--- src/design/conv_reg_pkg.sv ---
/*
 * Package for the converter bypass and core regulator control registers:
 * register offsets, field positions, reset values, timing constants and
 * the types for the bypass mode, the register request and the power controls.
 * Assumes a single 25 MHz system clock and one asynchronous reset.
 */
package conv_reg_pkg;

    // ------------------------------------------------------------------
    // Register map
    // ------------------------------------------------------------------
    localparam logic [7:0] CONV_MODE_OFFSET = 8'h94;
    localparam logic [7:0] REG_CTRL_OFFSET = 8'hc9;

    // ------------------------------------------------------------------
    // Converter mode fields
    // ------------------------------------------------------------------
    localparam int PASSIVE_DIODE_BIT = 0;
    localparam int BYPASS_SEL_LSB = 1;
    localparam int BYPASS_FLAG_BIT = 3;
    localparam logic PASSIVE_DIODE_RESET = 1'b0;
    localparam logic [1:0] BYPASS_SEL_RESET = 2'h0;

    // ------------------------------------------------------------------
    // Regulator control fields
    // ------------------------------------------------------------------
    localparam int OSC_BIAS_BIT = 4;
    localparam logic OSC_BIAS_RESET = 1'b1;

    // ------------------------------------------------------------------
    // Timing
    // ------------------------------------------------------------------
    localparam int CLK_FREQ_HZ = 25_000_000;
    localparam int BIAS_SETTLE_NS = 4000;
    localparam int BIAS_SETTLE_CYCLES_RAW =
        (BIAS_SETTLE_NS * (CLK_FREQ_HZ / 1_000_000) + 999) / 1000;
    localparam int BIAS_SETTLE_CYCLES =
        (BIAS_SETTLE_CYCLES_RAW < 1) ? 1 : BIAS_SETTLE_CYCLES_RAW;

    // ------------------------------------------------------------------
    // Types
    // ------------------------------------------------------------------
    typedef enum logic [3:0] {
        BYP_OFF = 4'h1,
        BYP_AUTO_OSC_ON = 4'h2,
        BYP_AUTO_OSC_OFF = 4'h4,
        BYP_FORCED = 4'h8
    } bypass_mode_t;

    typedef struct packed {
        logic [7:0] addr;
        logic [7:0] wdata;
        logic wr;
        logic rd;
    } reg_req_t;

    typedef struct packed {
        bypass_mode_t bypass_mode;
        logic passive_diode_enable;
        logic osc_bias_force;
        logic osc_bias_on;
        logic osc_bias_settled;
        logic core_regulator_enable;
    } power_ctrl_t;

endpackage : conv_reg_pkg

--- src/design/bias_settle_timer.sv ---
/*
 * Settling timer for the precision oscillator bias: counts the settling
 * time after the bias turns on and reports when it is usable.
 * Assumes bias_on_i is synchronous to clk_i.
 */
`timescale 1ns/1ns
module bias_settle_timer
    import conv_reg_pkg::*;
(
    input wire logic clk_i,
    input wire logic rst_i,
    input wire logic bias_on_i,
    output logic settled_o
);

    localparam int CW = $clog2(BIAS_SETTLE_CYCLES + 1);
    localparam logic [CW-1:0] SETTLE_LAST = CW'(BIAS_SETTLE_CYCLES);

    logic [CW-1:0] count_reg;
    logic [CW-1:0] count_next;
    logic settled_reg;
    logic settled_next;

    always_comb
    begin
        count_next = count_reg;
        settled_next = settled_reg;
        if (!bias_on_i)
        begin
            count_next = '0;
            settled_next = 1'b0;
        end
        else if (!settled_reg)
        begin
            count_next = count_reg + CW'(1);
            settled_next = (count_next == SETTLE_LAST);
        end
    end

    // Bias is on out of reset, so it counts as settled at once
    always_ff @(posedge clk_i or posedge rst_i)
    begin
        if (rst_i)
        begin
            count_reg <= '0;
            settled_reg <= 1'b1;
        end
        else
        begin
            count_reg <= count_next;
            settled_reg <= settled_next;
        end
    end

    assign settled_o = settled_reg;

endmodule : bias_settle_timer

--- src/design/converter_bypass_regulator_ctrl.sv ---
/*
 * Register logic for the converter bypass mode and core regulator control
 * registers, with decoded controls for the analog blocks.
 * Assumes a register port with one-cycle strobes and read data one cycle
 * later; sleep, suspend and live bypass status come from other logic.
 * Those status inputs are asynchronous and pass three-stage synchronisers,
 * so the controls follow a pin change four to five cycles late; software
 * sees the same delay on the bypass flag.
 */
// Strobed register access was decided locally.
// Operation
// RULE1: Converter mode bits 7:4 read zero; writes ignored.
// RULE2: Bit 3 reads live bypass status, one while bypassing.
// RULE3: Bypass select decodes off, auto osc on, auto osc off, forced.
// RULE4: Bit 0 enables passive diode mode; resets to zero.
// RULE5: Regulator bits 6, 5, 0 read zero; software writes zero.
// RULE6: Regulator bits 3:1 read zero; writes have no effect.
// RULE7: Regulator bit 7 reads zero; writes ignored.
// RULE8: Bias bit forces bias on; clear lets it off outside sleep.
// RULE9: Software waits settling time after bias re-enable.
// RULE10: Software clears bias only when oscillator unused.
// RULE11: Core regulator turns off in sleep mode.
// RULE12: Core regulator stays on in suspend mode.
`timescale 1ns/1ns
module converter_bypass_regulator_ctrl
    import conv_reg_pkg::*;
(
    input wire logic clk_i,
    input wire logic rst_i,
    input conv_reg_pkg::reg_req_t req_i,
    output logic [7:0] rdata_o,
    input wire logic bypass_status_i,
    input wire logic sleep_i,
    input wire logic suspend_i,
    input wire logic osc_in_use_i,
    output conv_reg_pkg::power_ctrl_t ctrl_o
);
    import conv_reg_pkg::*;

    // ------------------------------------------------------------------
    // Input synchronisers
    // ------------------------------------------------------------------
    // Bypass status and power states come from analog or other domains
    logic [2:0] byp_sync_reg;
    logic [2:0] byp_sync_next;
    logic [2:0] slp_sync_reg;
    logic [2:0] slp_sync_next;
    logic [2:0] sus_sync_reg;
    logic [2:0] sus_sync_next;
    logic [2:0] use_sync_reg;
    logic [2:0] use_sync_next;
    logic bypass_live_reg;
    logic bypass_live_next;
    logic sleep_reg;
    logic sleep_next;
    logic suspend_reg;
    logic suspend_next;
    logic osc_use_reg;
    logic osc_use_next;

    function automatic logic filt(input logic [2:0] s, input logic cur);
        // A change counts once the second and third stages agree
        filt = (s[1] == s[2]) ? s[2] : cur;
    endfunction : filt

    always_comb
    begin
        byp_sync_next = {byp_sync_reg[1:0], bypass_status_i};
        slp_sync_next = {slp_sync_reg[1:0], sleep_i};
        sus_sync_next = {sus_sync_reg[1:0], suspend_i};
        use_sync_next = {use_sync_reg[1:0], osc_in_use_i};
        bypass_live_next = filt(byp_sync_reg, bypass_live_reg);
        sleep_next = filt(slp_sync_reg, sleep_reg);
        suspend_next = filt(sus_sync_reg, suspend_reg);
        osc_use_next = filt(use_sync_reg, osc_use_reg);
    end

    always_ff @(posedge clk_i or posedge rst_i)
    begin
        if (rst_i)
        begin
            byp_sync_reg <= 3'h0;
            slp_sync_reg <= 3'h0;
            sus_sync_reg <= 3'h0;
            use_sync_reg <= 3'h0;
            bypass_live_reg <= 1'b0;
            sleep_reg <= 1'b0;
            suspend_reg <= 1'b0;
            osc_use_reg <= 1'b0;
        end
        else
        begin
            byp_sync_reg <= byp_sync_next;
            slp_sync_reg <= slp_sync_next;
            sus_sync_reg <= sus_sync_next;
            use_sync_reg <= use_sync_next;
            bypass_live_reg <= bypass_live_next;
            sleep_reg <= sleep_next;
            suspend_reg <= suspend_next;
            osc_use_reg <= osc_use_next;
        end
    end

    // ------------------------------------------------------------------
    // Address decode
    // ------------------------------------------------------------------
    // Shared by all registers so the map is kept in one place
    function automatic logic addr_hit(input logic [7:0] addr,
        input logic [7:0] offset);
        addr_hit = (addr == offset);
    endfunction : addr_hit

    logic conv_wr;
    logic regc_wr;

    assign conv_wr = req_i.wr && addr_hit(req_i.addr, CONV_MODE_OFFSET);
    assign regc_wr = req_i.wr && addr_hit(req_i.addr, REG_CTRL_OFFSET);

    // ------------------------------------------------------------------
    // Converter mode register
    // ------------------------------------------------------------------
    logic passive_diode_reg;
    logic passive_diode_next;
    logic [1:0] bypass_select_reg;
    logic [1:0] bypass_select_next;

    always_comb
    begin
        passive_diode_next = passive_diode_reg;
        bypass_select_next = bypass_select_reg;
        if (conv_wr)
        begin
            // Bits 7:3 are dropped here
            passive_diode_next = req_i.wdata[PASSIVE_DIODE_BIT]; // [RULE4]
            bypass_select_next =
                req_i.wdata[BYPASS_SEL_LSB +: 2]; // [RULE1] [RULE2]
        end
    end

    always_ff @(posedge clk_i or posedge rst_i)
    begin
        if (rst_i)
        begin
            passive_diode_reg <= PASSIVE_DIODE_RESET;
            bypass_select_reg <= BYPASS_SEL_RESET;
        end
        else
        begin
            passive_diode_reg <= passive_diode_next;
            bypass_select_reg <= bypass_select_next;
        end
    end

    // ------------------------------------------------------------------
    // Regulator control register
    // ------------------------------------------------------------------
    logic osc_bias_reg;
    logic osc_bias_next;

    always_comb
    begin
        osc_bias_next = osc_bias_reg;
        if (regc_wr)
        begin
            // Only the bias bit is stored; 7, 6:5, 3:1 and 0 are ignored
            osc_bias_next = req_i.wdata[OSC_BIAS_BIT]; // [RULE5] [RULE6] [RULE7]
        end
    end

    always_ff @(posedge clk_i or posedge rst_i)
    begin
        if (rst_i)
        begin
            osc_bias_reg <= OSC_BIAS_RESET;
        end
        else
        begin
            osc_bias_reg <= osc_bias_next;
        end
    end

    // ------------------------------------------------------------------
    // Read path
    // ------------------------------------------------------------------
    logic [7:0] rdata_reg;
    logic [7:0] rdata_next;

    always_comb
    begin
        rdata_next = 8'h00;
        if (req_i.rd)
        begin
            case (req_i.addr)
                CONV_MODE_OFFSET:
                begin
                    rdata_next[BYPASS_FLAG_BIT] = bypass_live_reg; // [RULE2]
                    rdata_next[BYPASS_SEL_LSB +: 2] = bypass_select_reg;
                    rdata_next[PASSIVE_DIODE_BIT] = passive_diode_reg;
                    // Upper nibble left at zero [RULE1]
                end
                REG_CTRL_OFFSET:
                begin
                    // All other bits read zero [RULE5] [RULE6] [RULE7]
                    rdata_next[OSC_BIAS_BIT] = osc_bias_reg;
                end
                default:
                begin
                    rdata_next = 8'h00;
                end
            endcase
        end
    end

    always_ff @(posedge clk_i or posedge rst_i)
    begin
        if (rst_i)
        begin
            rdata_reg <= 8'h00;
        end
        else
        begin
            rdata_reg <= rdata_next;
        end
    end

    assign rdata_o = rdata_reg;

    // ------------------------------------------------------------------
    // Analog controls
    // ------------------------------------------------------------------
    bypass_mode_t mode_next;
    logic bias_on_next;
    logic reg_en_next;
    logic bias_settled;
    power_ctrl_t ctrl_reg;
    power_ctrl_t ctrl_next;

    // One-hot mode for the analog block; unknown codes fall back to off
    function automatic bypass_mode_t decode_mode(input logic [1:0] sel);
        case (sel)
            2'h0: decode_mode = BYP_OFF;
            2'h1: decode_mode = BYP_AUTO_OSC_ON;
            2'h2: decode_mode = BYP_AUTO_OSC_OFF;
            2'h3: decode_mode = BYP_FORCED;
            default: decode_mode = BYP_OFF;
        endcase
    endfunction : decode_mode

    always_comb
    begin
        mode_next = decode_mode(bypass_select_reg); // [RULE3]
        // Clearing the bias bit only gives permission; the bias is
        // still held while the oscillator is in use, so a careless
        // write cannot starve a running clock.
        bias_on_next = osc_bias_reg || osc_use_reg; // [RULE8] [RULE10]
        if (sleep_reg)
        begin
            bias_on_next = 1'b0;
        end
        // Suspend leaves the regulator running; only sleep stops it
        reg_en_next = 1'b1;
        if (suspend_reg)
        begin
            reg_en_next = 1'b1; // [RULE12]
        end
        if (sleep_reg)
        begin
            reg_en_next = 1'b0; // [RULE11]
        end
        ctrl_next.bypass_mode = mode_next;
        ctrl_next.passive_diode_enable = passive_diode_reg; // [RULE4]
        ctrl_next.osc_bias_force = osc_bias_reg; // [RULE8]
        ctrl_next.osc_bias_on = bias_on_next;
        ctrl_next.osc_bias_settled = bias_settled; // [RULE9]
        ctrl_next.core_regulator_enable = reg_en_next;
    end

    always_ff @(posedge clk_i or posedge rst_i)
    begin
        if (rst_i)
        begin
            ctrl_reg.bypass_mode <= BYP_OFF;
            ctrl_reg.passive_diode_enable <= PASSIVE_DIODE_RESET;
            ctrl_reg.osc_bias_force <= OSC_BIAS_RESET;
            ctrl_reg.osc_bias_on <= OSC_BIAS_RESET;
            ctrl_reg.osc_bias_settled <= 1'b1;
            ctrl_reg.core_regulator_enable <= 1'b1;
        end
        else
        begin
            ctrl_reg <= ctrl_next;
        end
    end

    assign ctrl_o = ctrl_reg;

    // ------------------------------------------------------------------
    // Bias settling
    // ------------------------------------------------------------------
    // Flags when software may rely on the oscillator after re-enable
    bias_settle_timer u_settle (
        .clk_i(clk_i),
        .rst_i(rst_i),
        .bias_on_i(ctrl_reg.osc_bias_on),
        .settled_o(bias_settled)
    );

endmodule : converter_bypass_regulator_ctrl

--- config.mk ---
export PLATFORM = sky130hd
export DESIGN_NAME = converter_bypass_regulator_ctrl
export DESIGN_NICKNAME = d
export VERILOG_FILES = /design/src/design/conv_reg_pkg.sv /design/src/design/bias_settle_timer.sv /design/src/design/converter_bypass_regulator_ctrl.sv
export SDC_FILE = /design/constraint.sdc
export NUM_CORES = 1
export LEC_CHECK = 0
export BUFFER_PORTS_ARGS = -buffer_cell sky130_fd_sc_hd__buf_2
export CORE_ASPECT_RATIO = 0.75
export CORE_MARGIN = 3
export CORE_UTILIZATION = 50
export CTS_CLUSTER_SIZE = 16
export DETAILED_ROUTE_END_ITERATION = 16
export PLACE_DENSITY_LB_ADDON = 0.1
export RECOVER_POWER = 50
export SLEW_MARGIN = 15
export SYNTH_ARGS = -nofsm -noshare
export SYNTH_HDL_FRONTEND = slang
export SYNTH_SLANG_ARGS = --single-unit
--- constraint.sdc ---
create_clock -name clk_i -period 1.5 [get_ports clk_i]
set_input_delay 0.075 -clock clk_i [delete_from_list [all_inputs] [get_ports clk_i]]
set_output_delay 0.075 -clock clk_i [all_outputs]
set_load 0.03 [all_outputs]
### Word level (Yosys, flattened, before mapping)

Cells that the tools add are included.

| word-level totals | value |
|---|---|
| word-level logic and storage cells | 43 |
| register bits after elaboration | 41 |
| output and inout port bits | 17 |

| cells by class | value |
|---|---|
| $add $sub $neg | 1 |
| muxes and demuxes | 10 |
| reduce and logical (&&, ||, !) cells | 4 |
| equal/unequal tests | 10 |

Operators with widths:

| cell | number |
|---|---|
| equality test 8 bit (second input constant) | 2 |
| one-hot mux 4 bit (4 select lines) | 1 |
| two-way mux 7 bit | 2 |
| adder 7 x 1 -> 7 bit (second input constant) | 1 |
| equality test 7 bit (second input constant) | 1 |
| two-way mux 1 bit | 5 |
| two-way mux 5 bit | 1 |
| equality test 2 bit (second input constant) | 2 |
| two-way mux 4 bit | 1 |
| equality test 1 bit | 3 |
| equality test 2 x 1 -> 1 bit (second input constant) | 1 |
| logical AND 1 bit | 2 |
| zero test 2 bit | 1 |
| != test 2 bit (second input constant) | 1 |
| logical OR 1 bit | 1 |

### Longest topological paths before layout

Gate-level depths: netlist (run 1).

| depth | value |
|---|---|
| depth in word-level cells | 4 |
| mapped depth | 4 |

### By module

From an unflattened synthesis (run 1), not the netlist that was laid out.

| second synthesis, totals | value |
|---|---|
| cell total of the unflattened synthesis | 98 |
| area, all modules | 1417.6 um^2 |

By module, submodules not included:

| module | times used | cells each | area each (um^2) |
|---|---|---|---|
| converter_bypass_regulator_ctrl | 1 | 63 | 1022.2 |
| bias_settle_timer | 1 | 35 | 395.4 |

### Worst setup path after synthesis (run 1)

No wires, ideal clock.

| path | value |
|---|---|
| path type | reg-to-reg |
| start | register u_settle.count_reg[0] |
| end | register u_settle.count_reg[6] |
| setup slack | 255 ps |
| setup time | 78 ps |
| required time | 1422 ps |
| stages on the path, launching flop included | 5 |
| arrival | 1167 ps |
| cell sequence | dfrtp_1 > ha_1 > nand4b_4 > or3_1 > a21oi_1 |

| on the way | value |
|---|---|
| word-level cells in the longest chain between the ends | 3 |

RTL lines:

| what | RTL line | source |
|---|---|---|
| start, declared | bias_settle_timer.sv:19 | `logic [CW-1:0] count_reg;` |
| start signal, assigned | bias_settle_timer.sv:50 | `count_reg <= count_next;` |
| adder 7 x 1 -> 7 bit | bias_settle_timer.sv:35 | `count_next = count_reg + CW'(1);` |
| two-way mux 7 bit | bias_settle_timer.sv:33 | `else if (!settled_reg)` |
| two-way mux 7 bit | bias_settle_timer.sv:28 | `if (!bias_on_i)` |

No other way between the ends. The select of a mux whose other input is x is not followed.
A chain may end at the register's enable or synchronous reset.

### Final worst setup path (run 1)

Ends and elaborated chain as after synthesis.

==> results of run 1 <==
synthesized netlist by cell type, types with 2 or more instances:
cell / number
a21oi_1: 2
and2_1: 5
buf_4: 4
dfrtp_1: 31
dfstp_2: 7
inv_1: 6
maj3_1: 3
mux2_2: 4
nand3b_1: 2
nand4bb_1: 3
nor2_1: 9
nor2b_1: 3
nor3_1: 2
o21ai_0: 2
or3_1: 3
xnor2_1: 2
xor2_1: 2
power by group:
group          total [mW]  switching, mW  internal [mW]
clock               0.632          0.302          0.330
combinational       0.149         0.0915         0.0570
sequential           1.10         0.0254           1.08
through the flow:
stage	area (um^2)	power (mW)	setup WS, ps
after global placement	1590	1.26	210
after global routing	1710	1.98	49.2
after CTS	1710	1.91	135
final	1710	1.88	142
after floorplan	1410	1.22	255
after detailed placement	1590	1.27	151
final cells by class:
| class | instances | share of cell area |
|---|---|---|
| Sequential cell | 38 | 0.561 |
| Multi-Input combinational cell | 55 | 0.235 |
| Timing Repair Buffer | 37 | 0.120 |
| Clock buffer | 8 | 0.0468 |
| Tap cell | 34 | 0.0249 |
| Inverter | 6 | 0.0132 |
routing by layer:
layer  share of wire  vias up  track usage
met1            0.42      423        0.173
met4          0.0057        0       0.0505
met2            0.51       29        0.263
li1                -      412            -
met5               0        -            0
met3           0.069        2       0.0562
logic make-up (layout without fill, tap and decap cells):
family	after synthesis	after routing	synth area share
buffers and inverters	10	51	0.0374
XOR/XNOR	4	4	0.0249
AO/OA/AOI/OAI	5	5	0.0187
adder cells (fa/ha/maj)	4	4	0.0302
other	1	3	0.00267
multiplexers	5	5	0.0391
AND/OR/NAND/NOR	34	34	0.165
flip-flops	38	38	0.682
how the worst max path moves through the flow:
stage | cells past startpoint | start | end
after floorplan | 4 | u_settle.count_reg[0]$_DFFE_PP0P_ | u_settle.count_reg[6]$_DFFE_PP0P_
after global placement | 4 | u_settle.count_reg[0]$_DFFE_PP0P_ | u_settle.count_reg[6]$_DFFE_PP0P_
after detailed placement | 4 | u_settle.count_reg[0]$_DFFE_PP0P_ | u_settle.count_reg[6]$_DFFE_PP0P_
after CTS | 4 | u_settle.count_reg[0]$_DFFE_PP0P_ | u_settle.count_reg[6]$_DFFE_PP0P_
after global routing | 4 | u_settle.count_reg[0]$_DFFE_PP0P_ | u_settle.count_reg[6]$_DFFE_PP0P_
final | 4 | u_settle.count_reg[0]$_DFFE_PP0P_ | u_settle.count_reg[6]$_DFFE_PP0P_
worst register-to-register path, cell delays in order, from the launching register on:
cell      delay (ps)
dfrtp_1          420
ha_1             260
nand4b_4         130
or3_1            350
a21oi_1          140
==> flow_summary.ini, run 1 <==
[outcome]
status = completed

[run]
cap_violations = 0

[setup_path]
worst_r2r_path_depth = 4
required_ps = 1700
rrSetupSlack_ps = 140
rr_startpoint = u_settle.count_reg[0]$_DFFE_PP0P_
max_stage_delay_ps = 420
path_cells = ha_1, nand4b_4, or3_1, a21oi_1
crit_path_start_kind = register
critPathSlowestCell = dfrtp_1
crit_fanout = 4
cp-end-kind = register
timing.rr.end = u_settle.count_reg[6]$_DFFE_PP0P_
path_class = register to register
path_buf_inv = 0
crit_arrival_ps = 1560
cpLargestDelayFamily = simple AND/OR/NAND/NOR gates

[clock_tree]
cts.sinks = 38
clk_pin_slew_ps = 70
cts-root-buf = clkbuf_8
clk_latency_ps = 270
cts_buffers = 5
cts-resized-gates = 0
clock_path_buffers = 2
cts_tree = yes
htreeDepth = 2
cts_setup_buffers = 0
postCtsHoldBufs = 4

[sta]
drv_slew = 0
fin_setup_tns_ps = 0
setup_viol = 0
period_share = 0.905
skew_ps = 7.53
fmax_ghz = 0.736
worst_hold_slack_ps = 28.2
worst_slew_pin_slew_ps = 863
slew_headroom = 0.425
period_needed_ps = 1360
final-hold-violation-count = 0
rsz0062_at_grt = false

[logic_synthesis]
synth_edf_count = 0
yosysUniqueCellTypes = 28
synth_ff_type = dfrtp_1
yosysWarnings = 0
synthTopCellsByArea = dfrtp_1 (55%), dfstp_2 (13%), mux2_2 (3.2%)
synth_cells = 101
ys_seq_area_frac = 0.682
synth_seq_cells = 38
syn_area_mm2 = 0.00141
yosysTopAreaCellShare = 0.552
synth_top_area_cell = dfrtp_1
synth.avg_cell_area_um2 = 13.9
synthArstFlopShare = 1.00

[layout]
final_layout_size_suffix_gt1_frac = 0.347
diodes = 0
syn_to_final_growth_pct = 21.7
final_cell_mix = buf_2 (32), dfrtp_1 (31), nor2_1 (9), inv_1 (6)
final_common_cell = buf_2
multi_input_comb_area_um2 = 402
layout.cells.non_filler = 178
final_nets = 168
final_util = 0.691
largest_reg_flops = 9
regArea_um2 = 960
nFillCells = 195

[die]
rows = 15
die_h_um = 51.9
core_mm2 = 0.00248
ios = 41
dieArea_mm2 = 0.00349
die_x_um = 67.2
start_util = 0.568

[drt]
avgViaCountPerCell = 4.87
drt_first_pass_iters = 2
routed-via-count = 866
routed_wl_um = 2110
antenna_left = 0
drcViolationCount = 0
wl_per_cell_um = 11.9
drt-initial-drc-count = 28

[grt]
grt_max_degree = 39
antenna_found_initial = 0
grt_pass1_wl_um = 3870
first_global_vias = 893
track_usage = 0.152
grt-ovfl-total = 0

[min_path]
hp-start = req_i[3]
holdPathEnd = bypass_select_reg[0]$_DFFE_PP0P_
min_path_type = input port to register
worstHoldPathCells = 2

[pwr]
cellPowerDensity_mw_per_mm2 = 1100
leakage_nw = 0.855
ir_drop_mv = 0.756

[place]
port_buffers = 32
place.gp.congestion = 0.784
place_inst = 166
No activity file was read; power rests on OpenSTA's default activity.
==> run 2, diff against run 1 <==
- CAP_MARGIN: default -> 20
- CORE_UTILIZATION: 50 -> 51
- clock period: 1.5 -> 1.7 ns (I/O delays scaled with it)
==> run 2 against run 1 <==
Sequential power decreased by 12%; non-clock buffer count unchanged; critical path depth unchanged; clock skew increased by 2.4 ps; global-route usage increased by 0.42 points; fmax decreased by 1.3%; sequential cell count unchanged; register-to-register slack improved by 180 ps; via count decreased by 2.4%; sequential share of layout area decreased by 2.0 points; routed wire length increased by 5.0%; clock power increased by 46%; highest routed layer unchanged.
==> flow_summary.ini, run 2 (synthesis gave the netlist of run 1 again) <==
[outcome]
status = completed

[clock_tree]
cts_setup_buffers = 0
cts_tree = yes
cts-root-buf = clkbuf_8
clk_latency_ps = 280
postCtsHoldBufs = 4
clk_pin_slew_ps = 80
clock_path_buffers = 2
cts.sinks = 38
cts-resized-gates = 0
htreeDepth = 2
cts_buffers = 5

[sta]
setup_viol = 0
fin_setup_tns_ps = 0
final-hold-violation-count = 0
worst_slack_ps = 324
worst_slew_pin_slew_ps = 845
drv_slew = 0
period_needed_ps = 1380
rsz0062_at_grt = false
period_share = 0.809
fmax_ghz = 0.727
slew_headroom = 0.437
skew_ps = 9.91

[place]
place.gp.congestion = 0.748
dpl.hpwl_um = 1590
dp_slack_ps = 346
port_buffers = 32

[setup_path]
max_stage_delay_ps = 410
cp-end-kind = register
crit_arrival_ps = 1590
crit_fanout = 4
worst_r2r_path_depth = 4
path_cells = ha_1, nand4b_4, or3_1, a21oi_1
critPathSlowestCell = dfrtp_1
path_class = register to register
crit_path_start_kind = register
required_ps = 1910

[grt]
track_usage = 0.156
grt-ovfl-total = 0
first_global_vias = 887
antenna_found_initial = 0
grt_max_degree = 39
grt_pass1_wl_um = 3820

[min_path]
worstHoldPathCells = 2
min_path_type = input port to register

[pwr]
leakage_nw = 0.887
ir_drop_mv = 0.859
cellPowerDensity_mw_per_mm2 = 1140

[layout]
final_nets = 168
final_common_cell = buf_2
syn_to_final_growth_pct = 26.2
largest_reg_flops = 9
diodes = 0
final_layout_size_suffix_gt1_frac = 0.368
nFillCells = 165
final_cell_mix = buf_2 (32), dfrtp_1 (31), nor2_1 (9), inv_1 (6), clkbuf_8 (6)
final_util = 0.722

[drt]
antenna_left = 0
routed_wl_um = 2220
routed-via-count = 845
drt_first_pass_iters = 4
wl_per_cell_um = 12.5
drt-initial-drc-count = 41
avgViaCountPerCell = 4.75
drcViolationCount = 0

[die]
dieArea_mm2 = 0.00343
rows = 15
die_x_um = 66.6
core_mm2 = 0.00246
die_h_um = 51.5
start_util = 0.572
ios = 41

[run]
cap_violations = 0
## run 2: cell count changes in the layout (fill, tap and decap cells not counted)
cell,before,now
clkbuf_8,5,6
clkbuf_1,3,0
bufinv_16,0,2
## run 2: worst max-delay path, delay by kind of cell (launching register included)
| family | cells | cell delay, ps |
|---|---|---|
| and+or+nand+nor | 2 | 490 |
| DFF | 1 | 410 |
| adders and majority gates | 1 | 250 |
| AOI/OAI and AO/OA | 1 | 160 |
## run 2: area by class of cell
class                      count  area [um^2]  area share
sequential                    38          960       0.541
tap                           34         42.5      0.0240
timing repair buffer          37          205       0.116
inverter                       6         22.5      0.0127
clock inverter                 2         60.1      0.0339
multi-input combinational     55          402       0.226
clock buffer                   6         82.6      0.0465
## run 2: routing by layer
| metal | vias to the layer above | part of all wire | global-route usage |
|---|---|---|---|
| met2 | 26 | 0.50 | 0.268 |
| met3 | 2 | 0.066 | 0.0659 |
| met4 | 0 | 0.0059 | 0.0608 |
| met1 | 404 | 0.43 | 0.170 |
| li1 | 413 | - | - |
| met5 | - | 0 | 0 |
## run 2: final timing paths
check / start / to / slack [ps]
setup / recovery: u_settle.count_reg[0]$_DFFE_PP0P_ / u_settle.count_reg[6]$_DFFE_PP0P_ / 320
hold / removal: req_i[3] / bypass_select_reg[0]$_DFFE_PP0P_ / 30
setup reg to reg: u_settle.count_reg[0]$_DFFE_PP0P_ / u_settle.count_reg[6]$_DFFE_PP0P_ / 320
hold reg to reg: use_sync_reg[0]$_DFF_PP0_ / use_sync_reg[1]$_DFF_PP0_ / 350
max in group asynchronous: rst_i / slp_sync_reg[2]$_DFF_PP0_ / 580
min in group asynchronous: rst_i / u_settle.count_reg[6]$_DFFE_PP0P_ / 590
## run 2: metrics by stage
stage / power [mW] / hold WS, ps / std cells / instance area, um^2
floorplan: 1.07 / 116 / 103 / 1410
global placement: 1.11 / 195 / 166 / 1590
detailed placement: 1.12 / 195 / 166 / 1590
CTS: 2.05 / 22.9 / 178 / 1780
global route: 2.12 / 22.3 / 178 / 1770
finish: 2.02 / 33.2 / 178 / 1770
## run 2: report_power, final
| part | switching (mW) | total [mW] | leakage [nW] | internal (mW) |
|---|---|---|---|---|
| combinational | 0.0812 | 0.132 | 0.339 | 0.0504 |
| sequential | 0.0217 | 0.970 | 0.477 | 0.949 |
| clock | 0.295 | 0.921 | 0.0714 | 0.626 |
